==> src/rtl/ptm_pkg.sv <==
// shared constants of the period timer: register map, fields, modes, reset values
// assumes a single 10 MHz clock domain and a plain register port
package ptm_pkg;

    // ==========================================================
    // register port
    localparam int ADDR_W = 3;
    localparam int DATA_W = 16;

    localparam logic [ADDR_W-1:0] REG_CTRL = 3'h0;
    localparam logic [ADDR_W-1:0] REG_PERIOD = 3'h1;
    localparam logic [ADDR_W-1:0] REG_PULSE = 3'h2;
    localparam logic [ADDR_W-1:0] REG_COUNT = 3'h3;
    localparam logic [ADDR_W-1:0] REG_STATUS = 3'h4;
    localparam logic [ADDR_W-1:0] REG_IRQ_EN = 3'h5;

    // ==========================================================
    // control register fields
    localparam int CTRL_RUN_BIT = 15;
    localparam int CTRL_MODE_LSB = 8;
    localparam int MODE_W = 5;
    localparam int CTRL_PS_LSB = 0;
    localparam int PS_W = 4;

    // ==========================================================
    // status and enable fields
    localparam int STAT_W = 2;
    localparam int STAT_TIMER_IRQ = 0;
    localparam int STAT_ONESHOT_DONE = 1;

    // ==========================================================
    // modes
    localparam logic [MODE_W-1:0] MODE_FREE = 5'h00;
    localparam logic [MODE_W-1:0] MODE_OS_LOW = 5'h0e;
    localparam logic [MODE_W-1:0] MODE_OS_HIGH = 5'h0f;

    // ==========================================================
    // reset values and timing
    localparam logic [DATA_W-1:0] CTRL_RESET = 16'h0000;
    localparam logic [7:0] PERIOD_RESET = 8'hff;
    localparam logic [7:0] PULSE_RESET = 8'h00;
    localparam logic [STAT_W-1:0] MASK_RESET = 2'h0;
    localparam int SYNC_STAGES = 2;

endpackage : ptm_pkg

==> src/rtl/ptm_postscaler.sv <==
// postscaler: counts period matches, pulses at the selected ratio,
// then delays the pulse through a short synchronising pipeline
// assumes match_in is a one-cycle pulse from the same clock
`timescale 1ns/1ps
`default_nettype none

module ptm_postscaler
    import ptm_pkg::*;
(
    input wire logic mclk_in,
    input wire logic reset_in,
    input wire logic match_in,
    input wire logic [PS_W-1:0] select_in,
    output logic post_pulse_out,
    output logic flag_set_out
);

    logic [PS_W-1:0] post_cnt_r;
    logic [PS_W-1:0] post_cnt_nxt;
    logic post_pulse_r;
    logic post_pulse_nxt;
    logic [SYNC_STAGES-1:0] dly_r;
    logic [SYNC_STAGES-1:0] dly_nxt;

    // ==========================================================
    // ratio counter
    always_comb begin
        post_cnt_nxt = post_cnt_r;
        post_pulse_nxt = 1'b0;
        if (match_in) begin
            if (post_cnt_r >= select_in) begin
                post_cnt_nxt = '0;
                post_pulse_nxt = 1'b1;
            end else begin
                post_cnt_nxt = post_cnt_r + 4'h1;
            end
        end
        // pipeline starts beside the pulse register so the flag lands one clock after it
        dly_nxt = {dly_r[SYNC_STAGES-2:0], post_pulse_nxt};
    end

    always_ff @(posedge mclk_in) begin
        if (reset_in) begin
            post_cnt_r <= '0;
            post_pulse_r <= 1'b0;
            dly_r <= '0;
        end else begin
            post_cnt_r <= post_cnt_nxt;
            post_pulse_r <= post_pulse_nxt;
            dly_r <= dly_nxt;
        end
    end

    assign post_pulse_out = post_pulse_r;
    assign flag_set_out = dly_r[SYNC_STAGES-1];

endmodule // ptm_postscaler

`default_nettype wire

==> src/rtl/ptm_timer.sv <==
// period-match timer with postscaled interrupt and level-reset one-shot mode
// assumes one 10 MHz clock, synchronous reset and a plain register port;
// the external trigger arrives asynchronously
//
// Added by the designer: the register offsets and strobed register access.
`timescale 1ns/1ps
`default_nettype none

// Overview of operation
// - interrupt event when postscaler count reaches selected ratio, 1:1 to 1:16
// - timer interrupt reaches the output only while its enable bit is set
// - one-shot: count held clear at reset level, starts on edge while running
// - mode 01110 selects low reset level, 01111 selects high reset level
// - one-shot: count equal to period clears count and clears run bit
// - after run clears, a fresh edge after setting run is needed to restart
// - one-shot pwm drive goes active on the starting edge
// - pwm drive goes inactive when count equals pulse width value
// - period match never reactivates one-shot pwm drive
// - up to two cycles sync delay from postscaled match to flag
module ptm_timer
    import ptm_pkg::*;
#(
    parameter int CNT_W = 8
) (
    input wire logic mclk_in,
    input wire logic reset_in,
    input wire logic [ADDR_W-1:0] addr_in,
    input wire logic [DATA_W-1:0] wr_data_in,
    input wire logic wr_en_in,
    input wire logic rd_en_in,
    input wire logic ext_trig_in,
    output logic [DATA_W-1:0] rd_data_out,
    output logic irq_out,
    output logic pwm_out,
    output logic postscaled_match_out
);

    // ==========================================================
    // declarations
    logic trig_meta_r;
    logic trig_sync_r;
    logic trig_prev_r;

    logic run_r;
    logic run_nxt;
    logic [MODE_W-1:0] mode_r;
    logic [MODE_W-1:0] mode_nxt;
    logic [PS_W-1:0] postscale_select_r;
    logic [PS_W-1:0] postscale_select_nxt;
    logic [CNT_W-1:0] period_value_r;
    logic [CNT_W-1:0] period_value_nxt;
    logic [CNT_W-1:0] pulse_width_value_r;
    logic [CNT_W-1:0] pulse_width_value_nxt;

    logic [CNT_W-1:0] count_r;
    logic [CNT_W-1:0] count_nxt;
    logic started_r;
    logic started_nxt;
    logic pwm_r;
    logic pwm_nxt;
    logic run_hw_clear;
    logic period_match;

    logic [STAT_W-1:0] status_r;
    logic [STAT_W-1:0] status_nxt;
    logic [STAT_W-1:0] periph_irq_enable_r;
    logic [STAT_W-1:0] periph_irq_enable_nxt;
    logic irq_r;
    logic irq_nxt;
    logic [DATA_W-1:0] rd_data_r;
    logic [DATA_W-1:0] rd_data_nxt;

    logic is_oneshot;
    logic reset_level;
    logic trig_at_reset;
    logic start_edge;
    logic post_pulse;
    logic flag_set;

    // ==========================================================
    // trigger synchroniser and edge history
    always_ff @(posedge mclk_in) begin
        if (reset_in) begin
            trig_meta_r <= 1'b0;
            trig_sync_r <= 1'b0;
            trig_prev_r <= 1'b0;
        end else begin
            trig_meta_r <= ext_trig_in;
            trig_sync_r <= trig_meta_r;
            trig_prev_r <= trig_sync_r;
        end
    end

    // ==========================================================
    // mode decode
    always_comb begin
        is_oneshot = (mode_r == MODE_OS_LOW) || (mode_r == MODE_OS_HIGH);
        reset_level = (mode_r == MODE_OS_HIGH);
        trig_at_reset = (trig_sync_r == reset_level);
        start_edge = (trig_prev_r == reset_level) && (trig_sync_r != reset_level);
        period_match = run_r && (count_r == period_value_r) && (!is_oneshot || started_r);
    end

    // ==========================================================
    // counter and pwm drive
    always_comb begin
        count_nxt = count_r;
        started_nxt = started_r;
        pwm_nxt = pwm_r;
        run_hw_clear = 1'b0;
        if (is_oneshot) begin
            if (!run_r || trig_at_reset) begin
                count_nxt = '0;
                started_nxt = 1'b0;
                pwm_nxt = 1'b0;
            end else if (!started_r) begin
                if (start_edge) begin
                    started_nxt = 1'b1;
                    count_nxt = '0;
                    pwm_nxt = (pulse_width_value_r != '0);
                end
            end else if (period_match) begin
                count_nxt = '0;
                started_nxt = 1'b0;
                run_hw_clear = 1'b1;
                pwm_nxt = 1'b0;
            end else begin
                count_nxt = count_r + 1'b1;
                if (count_r + 1'b1 == pulse_width_value_r) begin
                    pwm_nxt = 1'b0;
                end
            end
        end else begin
            started_nxt = 1'b0;
            if (!run_r) begin
                pwm_nxt = 1'b0;
            end else if (period_match) begin
                count_nxt = '0;
                pwm_nxt = (pulse_width_value_r != '0);
            end else begin
                count_nxt = count_r + 1'b1;
                if (count_r + 1'b1 == pulse_width_value_r) begin
                    pwm_nxt = 1'b0;
                end
            end
        end
    end

    always_ff @(posedge mclk_in) begin
        if (reset_in) begin
            count_r <= '0;
            started_r <= 1'b0;
            pwm_r <= 1'b0;
        end else begin
            count_r <= count_nxt;
            started_r <= started_nxt;
            pwm_r <= pwm_nxt;
        end
    end

    // ==========================================================
    // postscaler and sync delay
    ptm_postscaler u_postscaler (
        .mclk_in(mclk_in),
        .reset_in(reset_in),
        .match_in(period_match),
        .select_in(postscale_select_r),
        .post_pulse_out(post_pulse),
        .flag_set_out(flag_set)
    );

    // ==========================================================
    // control registers
    always_comb begin
        run_nxt = run_r;
        mode_nxt = mode_r;
        postscale_select_nxt = postscale_select_r;
        period_value_nxt = period_value_r;
        pulse_width_value_nxt = pulse_width_value_r;
        periph_irq_enable_nxt = periph_irq_enable_r;
        if (run_hw_clear) begin
            run_nxt = 1'b0;
        end
        if (wr_en_in) begin
            unique case (addr_in)
                REG_CTRL: begin
                    run_nxt = wr_data_in[CTRL_RUN_BIT];
                    mode_nxt = wr_data_in[CTRL_MODE_LSB +: MODE_W];
                    postscale_select_nxt = wr_data_in[CTRL_PS_LSB +: PS_W];
                end
                REG_PERIOD: period_value_nxt = wr_data_in[CNT_W-1:0];
                REG_PULSE: pulse_width_value_nxt = wr_data_in[CNT_W-1:0];
                REG_IRQ_EN: periph_irq_enable_nxt = wr_data_in[STAT_W-1:0];
                default: begin
                end
            endcase
        end
    end

    always_ff @(posedge mclk_in) begin
        if (reset_in) begin
            run_r <= CTRL_RESET[CTRL_RUN_BIT];
            mode_r <= CTRL_RESET[CTRL_MODE_LSB +: MODE_W];
            postscale_select_r <= CTRL_RESET[CTRL_PS_LSB +: PS_W];
            period_value_r <= PERIOD_RESET[CNT_W-1:0];
            pulse_width_value_r <= PULSE_RESET[CNT_W-1:0];
            periph_irq_enable_r <= MASK_RESET;
        end else begin
            run_r <= run_nxt;
            mode_r <= mode_nxt;
            postscale_select_r <= postscale_select_nxt;
            period_value_r <= period_value_nxt;
            pulse_width_value_r <= pulse_width_value_nxt;
            periph_irq_enable_r <= periph_irq_enable_nxt;
        end
    end

    // ==========================================================
    // status, interrupt and read data
    always_comb begin
        status_nxt = status_r;
        if (rd_en_in && addr_in == REG_STATUS) begin
            status_nxt = '0;
        end
        // a set in the clearing cycle wins
        if (flag_set) begin
            status_nxt[STAT_TIMER_IRQ] = 1'b1;
        end
        if (run_hw_clear) begin
            status_nxt[STAT_ONESHOT_DONE] = 1'b1;
        end
        irq_nxt = |(status_nxt & periph_irq_enable_nxt);

        rd_data_nxt = '0;
        if (rd_en_in) begin
            unique case (addr_in)
                REG_CTRL: begin
                    rd_data_nxt[CTRL_RUN_BIT] = run_r;
                    rd_data_nxt[CTRL_MODE_LSB +: MODE_W] = mode_r;
                    rd_data_nxt[CTRL_PS_LSB +: PS_W] = postscale_select_r;
                end
                REG_PERIOD: rd_data_nxt[CNT_W-1:0] = period_value_r;
                REG_PULSE: rd_data_nxt[CNT_W-1:0] = pulse_width_value_r;
                REG_COUNT: rd_data_nxt[CNT_W-1:0] = count_r;
                REG_STATUS: rd_data_nxt[STAT_W-1:0] = status_r;
                REG_IRQ_EN: rd_data_nxt[STAT_W-1:0] = periph_irq_enable_r;
                default: rd_data_nxt = '0;
            endcase
        end
    end

    always_ff @(posedge mclk_in) begin
        if (reset_in) begin
            status_r <= '0;
            irq_r <= 1'b0;
            rd_data_r <= '0;
        end else begin
            status_r <= status_nxt;
            irq_r <= irq_nxt;
            rd_data_r <= rd_data_nxt;
        end
    end

    // ==========================================================
    // outputs
    assign rd_data_out = rd_data_r;
    assign irq_out = irq_r;
    assign pwm_out = pwm_r;
    assign postscaled_match_out = post_pulse;

endmodule // ptm_timer

`default_nettype wire

==> config.mk <==
export PLATFORM = sky130hd
export DESIGN_NAME = ptm_timer
export DESIGN_NICKNAME = d
export VERILOG_FILES = /design/src/rtl/ptm_pkg.sv /design/src/rtl/ptm_postscaler.sv /design/src/rtl/ptm_timer.sv
export SDC_FILE = /design/constraint.sdc
export NUM_CORES = 1
export LEC_CHECK = 0
export ABC_AREA = 1
export BUFFER_PORTS_ARGS = -buffer_cell sky130_fd_sc_hd__buf_4
export CELL_PAD_IN_SITES_DETAIL_PLACEMENT = 0
export CELL_PAD_IN_SITES_GLOBAL_PLACEMENT = 2
export CORE_UTILIZATION = 34
export CTS_BUF_LIST = sky130_fd_sc_hd__clkbuf_8
export DETAILED_ROUTE_END_ITERATION = 8
export PLACE_DENSITY = 0.85
export SYNTH_ARGS = -nofsm -noshare
export SYNTH_HDL_FRONTEND = slang
export SYNTH_HIERARCHICAL = 1
export SYNTH_SLANG_ARGS = --single-unit
==> constraint.sdc <==
create_clock -name mclk_in -period 2.3 [get_ports mclk_in]
set_input_delay 0.23 -clock mclk_in [delete_from_list [all_inputs] [get_ports mclk_in]]
set_output_delay 0.23 -clock mclk_in [all_outputs]
set_load 0.05 [all_outputs]
Yosys cells after proc, flatten, opt, wreduce, memory -nomap -nowiden
Index checks and enable logic that the tools add are counted.

Bits in registers: 67. Bits of input ports: 24. Output and inout port bits: 19.

Add/subtract/negate cells: 2. $lt $le $gt $ge: 1. Eq/ne operators: 13. Multiplexer cells: 35. Bitwise gates (word level): 4. Reduce and logical (&&, ||, !) cells: 20.

Operator list (number): 8-bit two-way mux (6); 1-bit two-way mux (22); 8-bit equality test (2); 2-bit one-hot mux with 6 select lines (1); 4-bit one-hot mux with 3 select lines (1); 5-bit by 4-bit equality test with 1-bit output (second input constant) (2); 8-bit by 1-bit adder with 8-bit output (second input constant) (1); 2-bit one-hot mux with 4 select lines (1); 2-bit AND reduction (4); 8-bit nonzero test (1); 3-bit by 2-bit equality test with 1-bit output (second input constant) (2); 3-bit equality test (second input constant) (2); 2-bit two-way mux (3); 3-bit OR reduction (2); 4-bit by 1-bit adder with 4-bit output (second input constant) (1); 4-bit greater-or-equal comparator (1); 1-bit logical AND (4); 4-bit two-way mux (1); 4-bit by 2-bit != test with 1-bit output (second input constant) (1); 2-bit OR reduction (2); 3-bit by 1-bit equality test with 1-bit output (second input constant) (1); 3-bit zero test (1); 1-bit logical OR (3); 1-bit NOT (3); 5 further kinds (7).

Logic depth before layout (Yosys ltp)
Gate-level depths: netlist of the first run.

Depth after elaboration: 12. Depth in mapped cells: 13. Mapped depth without buffers: 13.

Hierarchy
Netlist of the first run, hierarchy kept.

By module, submodules not included: ptm_timer (times used 1, cells each 402, area an instance 2949.1 um2, seq. area each 1161.1 um2); ptm_postscaler (times used 1, cells each 41, area an instance 326.6 um2, seq. area each 120.1 um2).

Worst setup path after synthesis of the first run
OpenSTA, ideal clock, no wires.

Path kind: register -> register. Start: reg count_r[5]. End: reg u_postscaler.post_cnt_r[3]. Data arrival time: 1617 ps. Data required time: 2184 ps. Slack: 566 ps. Stages on the path, launching flop included: 10. Buffers on the path: 0. Period minus slack after synthesis: 1734 ps. Cell sequence: dfxtp_1 inv_2 nand2_1 nand2_1 nor2_1 nand3_2 nor3_1 nand4_1 xor2_1 nor2_2.

Cells in the longest elaborated chain, start to end: 3.

Ends and longest elaborated chain: from (decl) (RTL line ptm_timer.sv:55) `logic [CNT_W-1:0] count_r;`; from (signal assigned) (RTL line ptm_timer.sv:155) `count_r <= count_nxt;`; 8-bit equality test (RTL line ptm_timer.sv:101) `period_match = run_r && (count_r == period_value_r) && (!is_oneshot || started_r);`; 1-bit logical AND (2 in series) (RTL line ptm_timer.sv:101); via period_match (RTL line ptm_timer.sv:62) `logic period_match;`; to (signal assigned) (RTL line ptm_postscaler.sv:48) `post_cnt_r <= post_cnt_nxt;`; to (decl) (RTL line ptm_postscaler.sv:18) `logic [PS_W-1:0] post_cnt_r;`.

The timed path passes the listed nets, and every way through them passes these cells. A chain may end at the register's enable or synchronous reset.

Worst setup path in the final report of the first run
Ends and elaborated chain as after synthesis.

==> results of run 1 <==
[metrics by stage]
step	area, um2	instances
floorplan	3280	444
global placement	3680	602
detailed placement	3680	602
CTS	3880	618
global route	3880	618
finish	3880	618
[worst reg2reg max path, cell delays in order, from the launching register on]
cell and delay [ns]:
dfxtp_1 0.46, inv_2 0.11, nand2_1 0.12, nand2_1 0.06
nor2_1 0.11, nand3_2 0.11, nor3_1 0.21, buf_4 0.19
nand4_1 0.11, xor2_1 0.18, nor2_2 0.05
[layout make-up]
| class | count | area (um2) |
|---|---|---|
| clock buffers | 10 | 138 |
| fillers | 1016 | 5400 |
| inverters | 62 | 233 |
| clock inverters | 6 | 60.1 |
| repair buffers | 40 | 300 |
| multi-input cells | 307 | 1710 |
| well taps | 129 | 161 |
| flip-flops and latches | 64 | 1280 |
[cell families (layout without fill, tap and decap cells)]
logic type               Yosys count  after routing  share of synthesized area (%)
adder cells (fa/ha/maj)            6              6                           2.29
XOR/XNOR                           6              6                           1.83
buffers and inverters             73            118                           8.90
AO/OA/AOI/OAI                     78             78                           14.5
other                              1              2                          0.114
flip-flops                        64             64                           39.1
multiplexers                       1              1                          0.306
AND/OR/NAND/NOR                  214            214                           32.9
[flip-flops by register name, indices dropped and copies added, names as in the netlist]
name                     count
trig_meta_r                  1
u_postscaler/dly_r           2
run_r                        1
pulse_width_value_r          8
trig_prev_r                  1
mode_r                       5
trig_sync_r                  1
count_r                      8
irq_out                      1
u_postscaler/post_cnt_r      4
periph_irq_enable_r          2
pwm_out                      1
period_value_r               8
status_r                     2
started_r                    1
rd_data_out                 14
postscale_select_r           4
[layout by cell type, fill, tap and decap left out, types with 2 or more instances in the layout]
master and count:
nand4_1 7, nor3_1 2, clkbuf_8 10, o22ai_1 7
nand3_2 4, conb_1 2, a21oi_2 8, dfxtp_1 64
o21ai_0 18, nand2_1 98, buf_4 40, nor3_4 3
o21ai_1 2, clkinv_2 2, ha_1 6, a21oi_1 27
nand3_1 25, xor2_1 2, nor2_1 48, inv_2 15
xnor2_1 3, nand3_4 2, nand2_2 13, o211ai_1 7
a31oi_1 2, inv_1 48, nor2_8 2, nor2_2 3
a221oi_1 3
[per-layer routing]
layer / up-vias / global-route usage (%) / part of all wire (%)
met2: 49 / 29.6 / 44
li1: 1520 / - / -
met5: - / 0 / 0
met3: 9 / 4.18 / 4.0
met4: 0 / 6.24 / 1.2
met1: 1313 / 25.3 / 50
[worst max path at each step]
stage,to,depth (start not counted),slack [ns],from
global route,u_postscaler/post_cnt_r[3],10,0.21,count_r[5]
global placement,u_postscaler/post_cnt_r[3],10,0.49,count_r[5]
floorplan,u_postscaler/post_cnt_r[3],9,0.57,count_r[5]
detailed placement,u_postscaler/post_cnt_r[3],10,0.48,count_r[5]
CTS,u_postscaler/post_cnt_r[3],10,0.45,count_r[5]
finish,u_postscaler/post_cnt_r[3],10,0.50,count_r[5]
[power groups by stage]
stage | clock network, uW | registers [uW] | logic [uW]
after floorplan | 0 | 1180 | 119
after global placement | 0 | 1170 | 201
after detailed placement | 0 | 1170 | 202
after CTS | 1020 | 1150 | 203
after global routing | 1080 | 1150 | 226
final | 1000 | 1150 | 201
==> results by group, run 1 <==
Placed design
  – Final Wtd Congestion: 0.803
  – Port bufs: 38
  – Post-DP HPWL: 6580 um
  – Setup WS pre-CTS: 0.485 ns

Setup path
  – Most used cell, CP: nand2_1
  – Register-to-register path setup slack: 0.50 ns
  – Slowest CP cell: dfxtp_1
  – CP cell instances: inv_2, nand2_1, nand2_1, nor2_1, nand3_2, nor3_1, buf_4, nand4_1, xor2_1, nor2_2
  – Crit path largest cell delay: 0.46 ns
  – Worst EP required: 2.54 ns
  – R2R Path Start: count_r[5]
  – Reg-to-reg endpoint: u_postscaler/post_cnt_r[3]
  – Top Family by Delay on Critical Path: simple AND/OR/NAND/NOR gates
  – Setup crit end kind: flip-flop
  – Worst Setup Path Type: reg -> reg
  – Startpoint Class: flip-flop
  – R2R cell count: 10
  – CP arrival: 2.05 ns
  – WP buf/inv: 2
  – Critical path fanouts, max: 6

Clock tree
  – Setup Buffers After CTS: 0
  – Worst-skew pair later-pin latency: 0.35 ns
  – Post-CTS sizing: 0
  – CTS tree: done
  – CTS max path bufs: 2
  – Number of CTS-inserted buffers: 9
  – Sink Count: 64
  – H-tree levels: 3
  – Hold buffers post-CTS: 0
  – Register clock-pin slew on the reported worst setup and hold paths: 0.08 ns
  – CTS Root Cell: clkbuf_8

Pwr
  – P per Cell Area: 606 mW/mm2
  – VDD IR max: 264 uV
  – Clock power share: 42.6%
  – Sw Pwr: 625 uW
  – Part of the power in combinational logic: 8.6%
  – Switch share: 26.6%
  – Flop pwr share: 48.8%
  – Int Pwr: 1720 uW
  – Overall Power: 2350 uW
  – Total leakage power: 0.00165 uW

Synth
  – Yosys reg bits: 64
  – Post-synthesis instance area: 0.00328 mm2
  – Post-synth top flop: dfxtp_1
  – Async SR Flop Fraction: 0%
  – Syn Inst Count: 443
  – Most common cell in the netlist: nand2_1
  – Post-synthesis sequential area ratio: 39.1%
  – Top cell type's share of synthesized area: 39.1%
  – Ys Warns: 6
  – Area contributors post-synth: dfxtp_1, nand2_1, nor2_1, inv_1, a21oi_1
  – Post-Syn Area per Cell: 7.39 um2
  – Area leader, netlist: dfxtp_1
  – Post-synth top cells: nand2_1, dfxtp_1, nor2_1
  – Post-synth EDFFs: 0
  – Cell variety after synth: 42

STA
  – Fmax: 0.554 GHz
  – Least-Margin Pin Slew: 0.574 ns
  – Max-slew headroom: 61.7%
  – RSZ-0062 raised after global routing: false
  – Final hold violations: 0
  – Setup ws final: 0.495 ns
  – Fin crit share: 78.5%
  – Worst Skew: 0.00539 ns
  – Fin Hold WS: 0.0836 ns
  – Final Critical Period: 1.80 ns
  – Final Slew Violations: 0
  – Setup violators final: 0
  – Setup TNS: 0 ns

Worst hold path
  – Hold Crit Class: in -> reg
  – Worst Hold End: trig_meta_r
  – Hold path startpoint: ext_trig_in
  – Hold depth: 3

Floorplan
  – Die height: 100 um
  – Core area: 0.00928 mm2
  – Starting density of the core: 35.3%
  – Die footprint: 0.0100 mm2
  – Die W: 100 um
  – # IOs: 43
  – Row cnt: 35

Route
  – Pre-Repair DR Iteration Count: 4
  – Vias per inst: 4.68
  – DR DRC count: 0
  – DRT iter0 DRCs: 116
  – Routed length per instance: 13.7 um
  – Number of nets with antenna violations after routing: 0
  – Routed WL: 8490 um
  – Via count: 2891

GRT
  – Vias in the first global route: 2917
  – First-pass GRT wire length: 14400 um
  – GR Overflow Total: 0
  – Aggregate global-route resource usage: 18.8%
  – Largest net degree at the start of global routing: 24
  – Initial antenna violation count: 0

Finish
  – Area Overhead vs Synth: 18.4%
  – Layout cells sized above 1: 22.9%
  – Nets: 514
  – # diodes: 0
  – Finished Core Util: 41.8%

Status
  – Status: finished, final reports clean

Run
  – Max cap viols: 0
No activity file was read; power rests on OpenSTA's default activity.
==> run 2: changes to the inputs <==
--- a/config.mk
+++ b/config.mk
@@ -5,14 +5,14 @@
 export SDC_FILE = /design/constraint.sdc
 export NUM_CORES = 1
 export LEC_CHECK = 0
-export ABC_AREA = 1
+export ABC_AREA = 0
 export BUFFER_PORTS_ARGS = -buffer_cell sky130_fd_sc_hd__buf_4
 export CELL_PAD_IN_SITES_DETAIL_PLACEMENT = 0
 export CELL_PAD_IN_SITES_GLOBAL_PLACEMENT = 2
-export CORE_UTILIZATION = 34
+export CORE_UTILIZATION = 36
 export CTS_BUF_LIST = sky130_fd_sc_hd__clkbuf_8
 export DETAILED_ROUTE_END_ITERATION = 8
-export PLACE_DENSITY = 0.85
+export PLACE_DENSITY = 0.84
 export SYNTH_ARGS = -nofsm -noshare
 export SYNTH_HDL_FRONTEND = slang
 export SYNTH_HIERARCHICAL = 1
==> constraint.sdc (replaced) <==
create_clock -name mclk_in -period 1.7 [get_ports mclk_in]
set_input_delay 0.17 -clock mclk_in [delete_from_list [all_inputs] [get_ports mclk_in]]
set_output_delay 0.17 -clock mclk_in [all_outputs]
set_load 0.05 [all_outputs]
==> results by group, run 2 <==
STA
  – Final Critical Period: 1.77 ns
  – Setup TNS: -0.401 ns
  – RSZ-0062 raised after global routing: true
  – Final Slew Violations: 0
  – Setup ws final: -0.0740 ns
  – Least-Margin Pin Slew: 0.596 ns
  – Max-slew headroom: 60.2%
  – Final hold violations: 0
  – Fin crit share: 104%
  – Setup violators final: 9
  – Worst Skew: 0.00599 ns
  – Fmax: 0.564 GHz

Status
  – Failing checks: negative setup slack
  – Status: finished with violations

Setup path
  – Top Family by Delay on Critical Path: compound AO/OA/AOI/OAI gates
  – Startpoint Class: flip-flop
  – WP depth: 7
  – R2R Path Start: count_r[0]
  – Reg-to-reg endpoint: pwm_out
  – CP arrival: 2.00 ns
  – Crit path largest cell delay: 0.37 ns
  – WP buf/inv: 1
  – Register-to-register path setup slack: -0.07 ns
  – Setup crit end kind: flip-flop
  – Worst Setup Path Type: reg -> reg
  – CP cell instances: ha_2, buf_4, xor2_1, o21ai_0, o2111ai_2, a221oi_2, o21ai_1
  – Critical path fanouts, max: 4
  – Worst EP required: 1.92 ns
  – R2R cell count: 7
  – Slowest CP cell: dfxtp_4

Worst hold path
  – Hold Crit Class: in -> reg
  – Worst Hold End: trig_meta_r
  – Hold path startpoint: ext_trig_in
  – Hold depth: 2

Route
  – Top Metal Used: met4
  – DRT iter0 DRCs: 120
  – Number of nets with antenna violations after routing: 0
  – Routed WL: 8450 um
  – Met2 routed WL: 3900 um
  – Post-Route M1 WL: 4130 um
  – DR DRC count: 0
  – Routed length per instance: 15.4 um
  – Vias per inst: 5.12
  – Pre-Repair DR Iteration Count: 4
  – Via count: 2804
  – WL met3: 254 um

Finish
  – Post-route design area: 0.00437 mm2
  – Fill cell count: 783
  – Most common cell after layout, fill and taps aside: buf_4
  – Footprint of the multi-input gates: 0.00198 mm2
  – Layout cells sized above 1: 38.6%
  – Max FFs per register: 14
  – Most frequent cells in the layout: buf_4, dfxtp_1, nand2_1, a21oi_1, nor2_1
  – Area Overhead vs Synth: 37.3%
  – Nets: 469
  – Register area: 0.00131 mm2
  – # diodes: 0

Synth
  – Post-synthesis instance area: 0.00318 mm2
  – Area contributors post-synth: dfxtp_1, nand2_1, xnor2_1, nor2b_1, a21oi_1
  – Async SR Flop Fraction: 0%
  – Top cell type's share of synthesized area: 40.3%
  – Most common cell in the netlist: dfxtp_1
  – Post-synth top cells: dfxtp_1, nand2_1, a21oi_1
  – Post-synthesis sequential area ratio: 40.3%
  – Post-synth EDFFs: 0
  – Cell variety after synth: 55
  – Post-Syn Area per Cell: 8.91 um2
  – Post-synth top flop: dfxtp_1
  – Area leader, netlist: dfxtp_1
  – Syn Inst Count: 357
  – Ys Warns: 6
  – Yosys reg bits: 64

Floorplan
  – # IOs: 43
  – Die height: 96.0 um
  – Starting density of the core: 37.9%
  – Die footprint: 0.00922 mm2
  – Row cnt: 33
  – Die W: 96.0 um
  – Core area: 0.00838 mm2

GRT
  – Largest net degree at the start of global routing: 53
  – GR Overflow Total: 0
  – First-pass GRT wire length: 13400 um
  – Initial antenna violation count: 0
  – Aggregate global-route resource usage: 19.5%
  – Vias in the first global route: 2653

Pwr
  – Total leakage power: 0.00177 uW
  – VDD IR max: 449 uV
  – P per Cell Area: 712 mW/mm2

Clock tree
  – CTS max path bufs: 2
  – Number of CTS-inserted buffers: 9
  – H-tree levels: 3
  – CTS Root Cell: clkbuf_8
  – Sink Count: 64
  – Hold buffers post-CTS: 0
  – CTS tree: done
  – Register clock-pin slew on the reported worst setup and hold paths: 0.07 ns
  – Worst-skew pair later-pin latency: 0.34 ns

Placed design
  – Port bufs: 38
  – Placed cell areas: 0.00381 mm2
  – Final Wtd Congestion: 0.809
  – Post-DP HPWL: 5710 um

Run
  – Max cap viols: 0
[run 2: per-stage QoR]
| stage | utilization [%] | cells | setup WS (ns) | hold WS [ns] | total power, uW |
|---|---|---|---|---|---|
| final | 52.1 | 548 | -0.0740 | 0.0411 | 3110 |
| after global routing | 52.1 | 548 | -0.212 | 0.0398 | 3240 |
| after CTS | 49.8 | 542 | -0.0498 | 0.0273 | 3140 |
| after detailed placement | 45.5 | 519 | -0.301 | 0.390 | 1860 |
| after global placement | 45.5 | 519 | -0.205 | 0.384 | 1850 |
| after floorplan | - | 358 | -0.0309 | 0.242 | 1740 |
[run 2: layer usage]
| layer | GRT usage (%) | up-vias |
|---|---|---|
| li1 | - | 1418 |
| met1 | 26.9 | 1330 |
| met2 | 29.9 | 44 |
| met3 | 2.84 | 12 |
| met4 | 8.71 | 0 |
| met5 | 0 | - |
[run 2: cell families after synthesis]
logic type                 share of synthesized area [%]
and+or+nand+nor                                     25.3
AOI/OAI and AO/OA                                   15.2
DFF                                                 40.3
buffers and inverters                               5.11
xor gates and xnor gates                            5.51
muxes                                               6.14
adders and majority gates                           2.36
other                                              0.118
[run 2: worst max path at each step]
stage | slack [ns] | start | to
floorplan | -0.03 | count_r[5] | u_postscaler/post_cnt_r[2]
global placement | -0.21 | count_r[7] | u_postscaler/post_cnt_r[3]
detailed placement | -0.30 | trig_prev_r | count_r[7]
CTS | -0.05 | mode_r[4] | count_r[1]
global route | -0.21 | period_value_r[3] | u_postscaler/post_cnt_r[3]
finish | -0.07 | count_r[0] | pwm_out
[run 2: power breakdown]
part / switching [uW] / internal [uW] / total [uW] / leakage (uW)
Sequential: 19.4 / 1520 / 1540 / 0.000520
Clock: 575 / 696 / 1270 / 0.000103
Combinational: 161 / 138 / 299 / 0.00115
Total: 756 / 2350 / 3110 / 0.00177
[run 2: timing repair]
item                       4_1_cts  5_1_grt
gates resized for setup         27       28
buffers inserted                 7        6
gates cloned                     1        0
hold endpoints to repair         0        0
pin swaps                       13       18
setup endpoints to repair       17       16
[run 2: layout make-up]
cell class	instances	area share, %
inverters	5	0.430
flip-flops and latches	64	29.9
multi-input cells	263	45.3
repair buffers	96	17.1
clock buffers	10	3.15
clock inverters	5	1.12
well taps	105	3.01
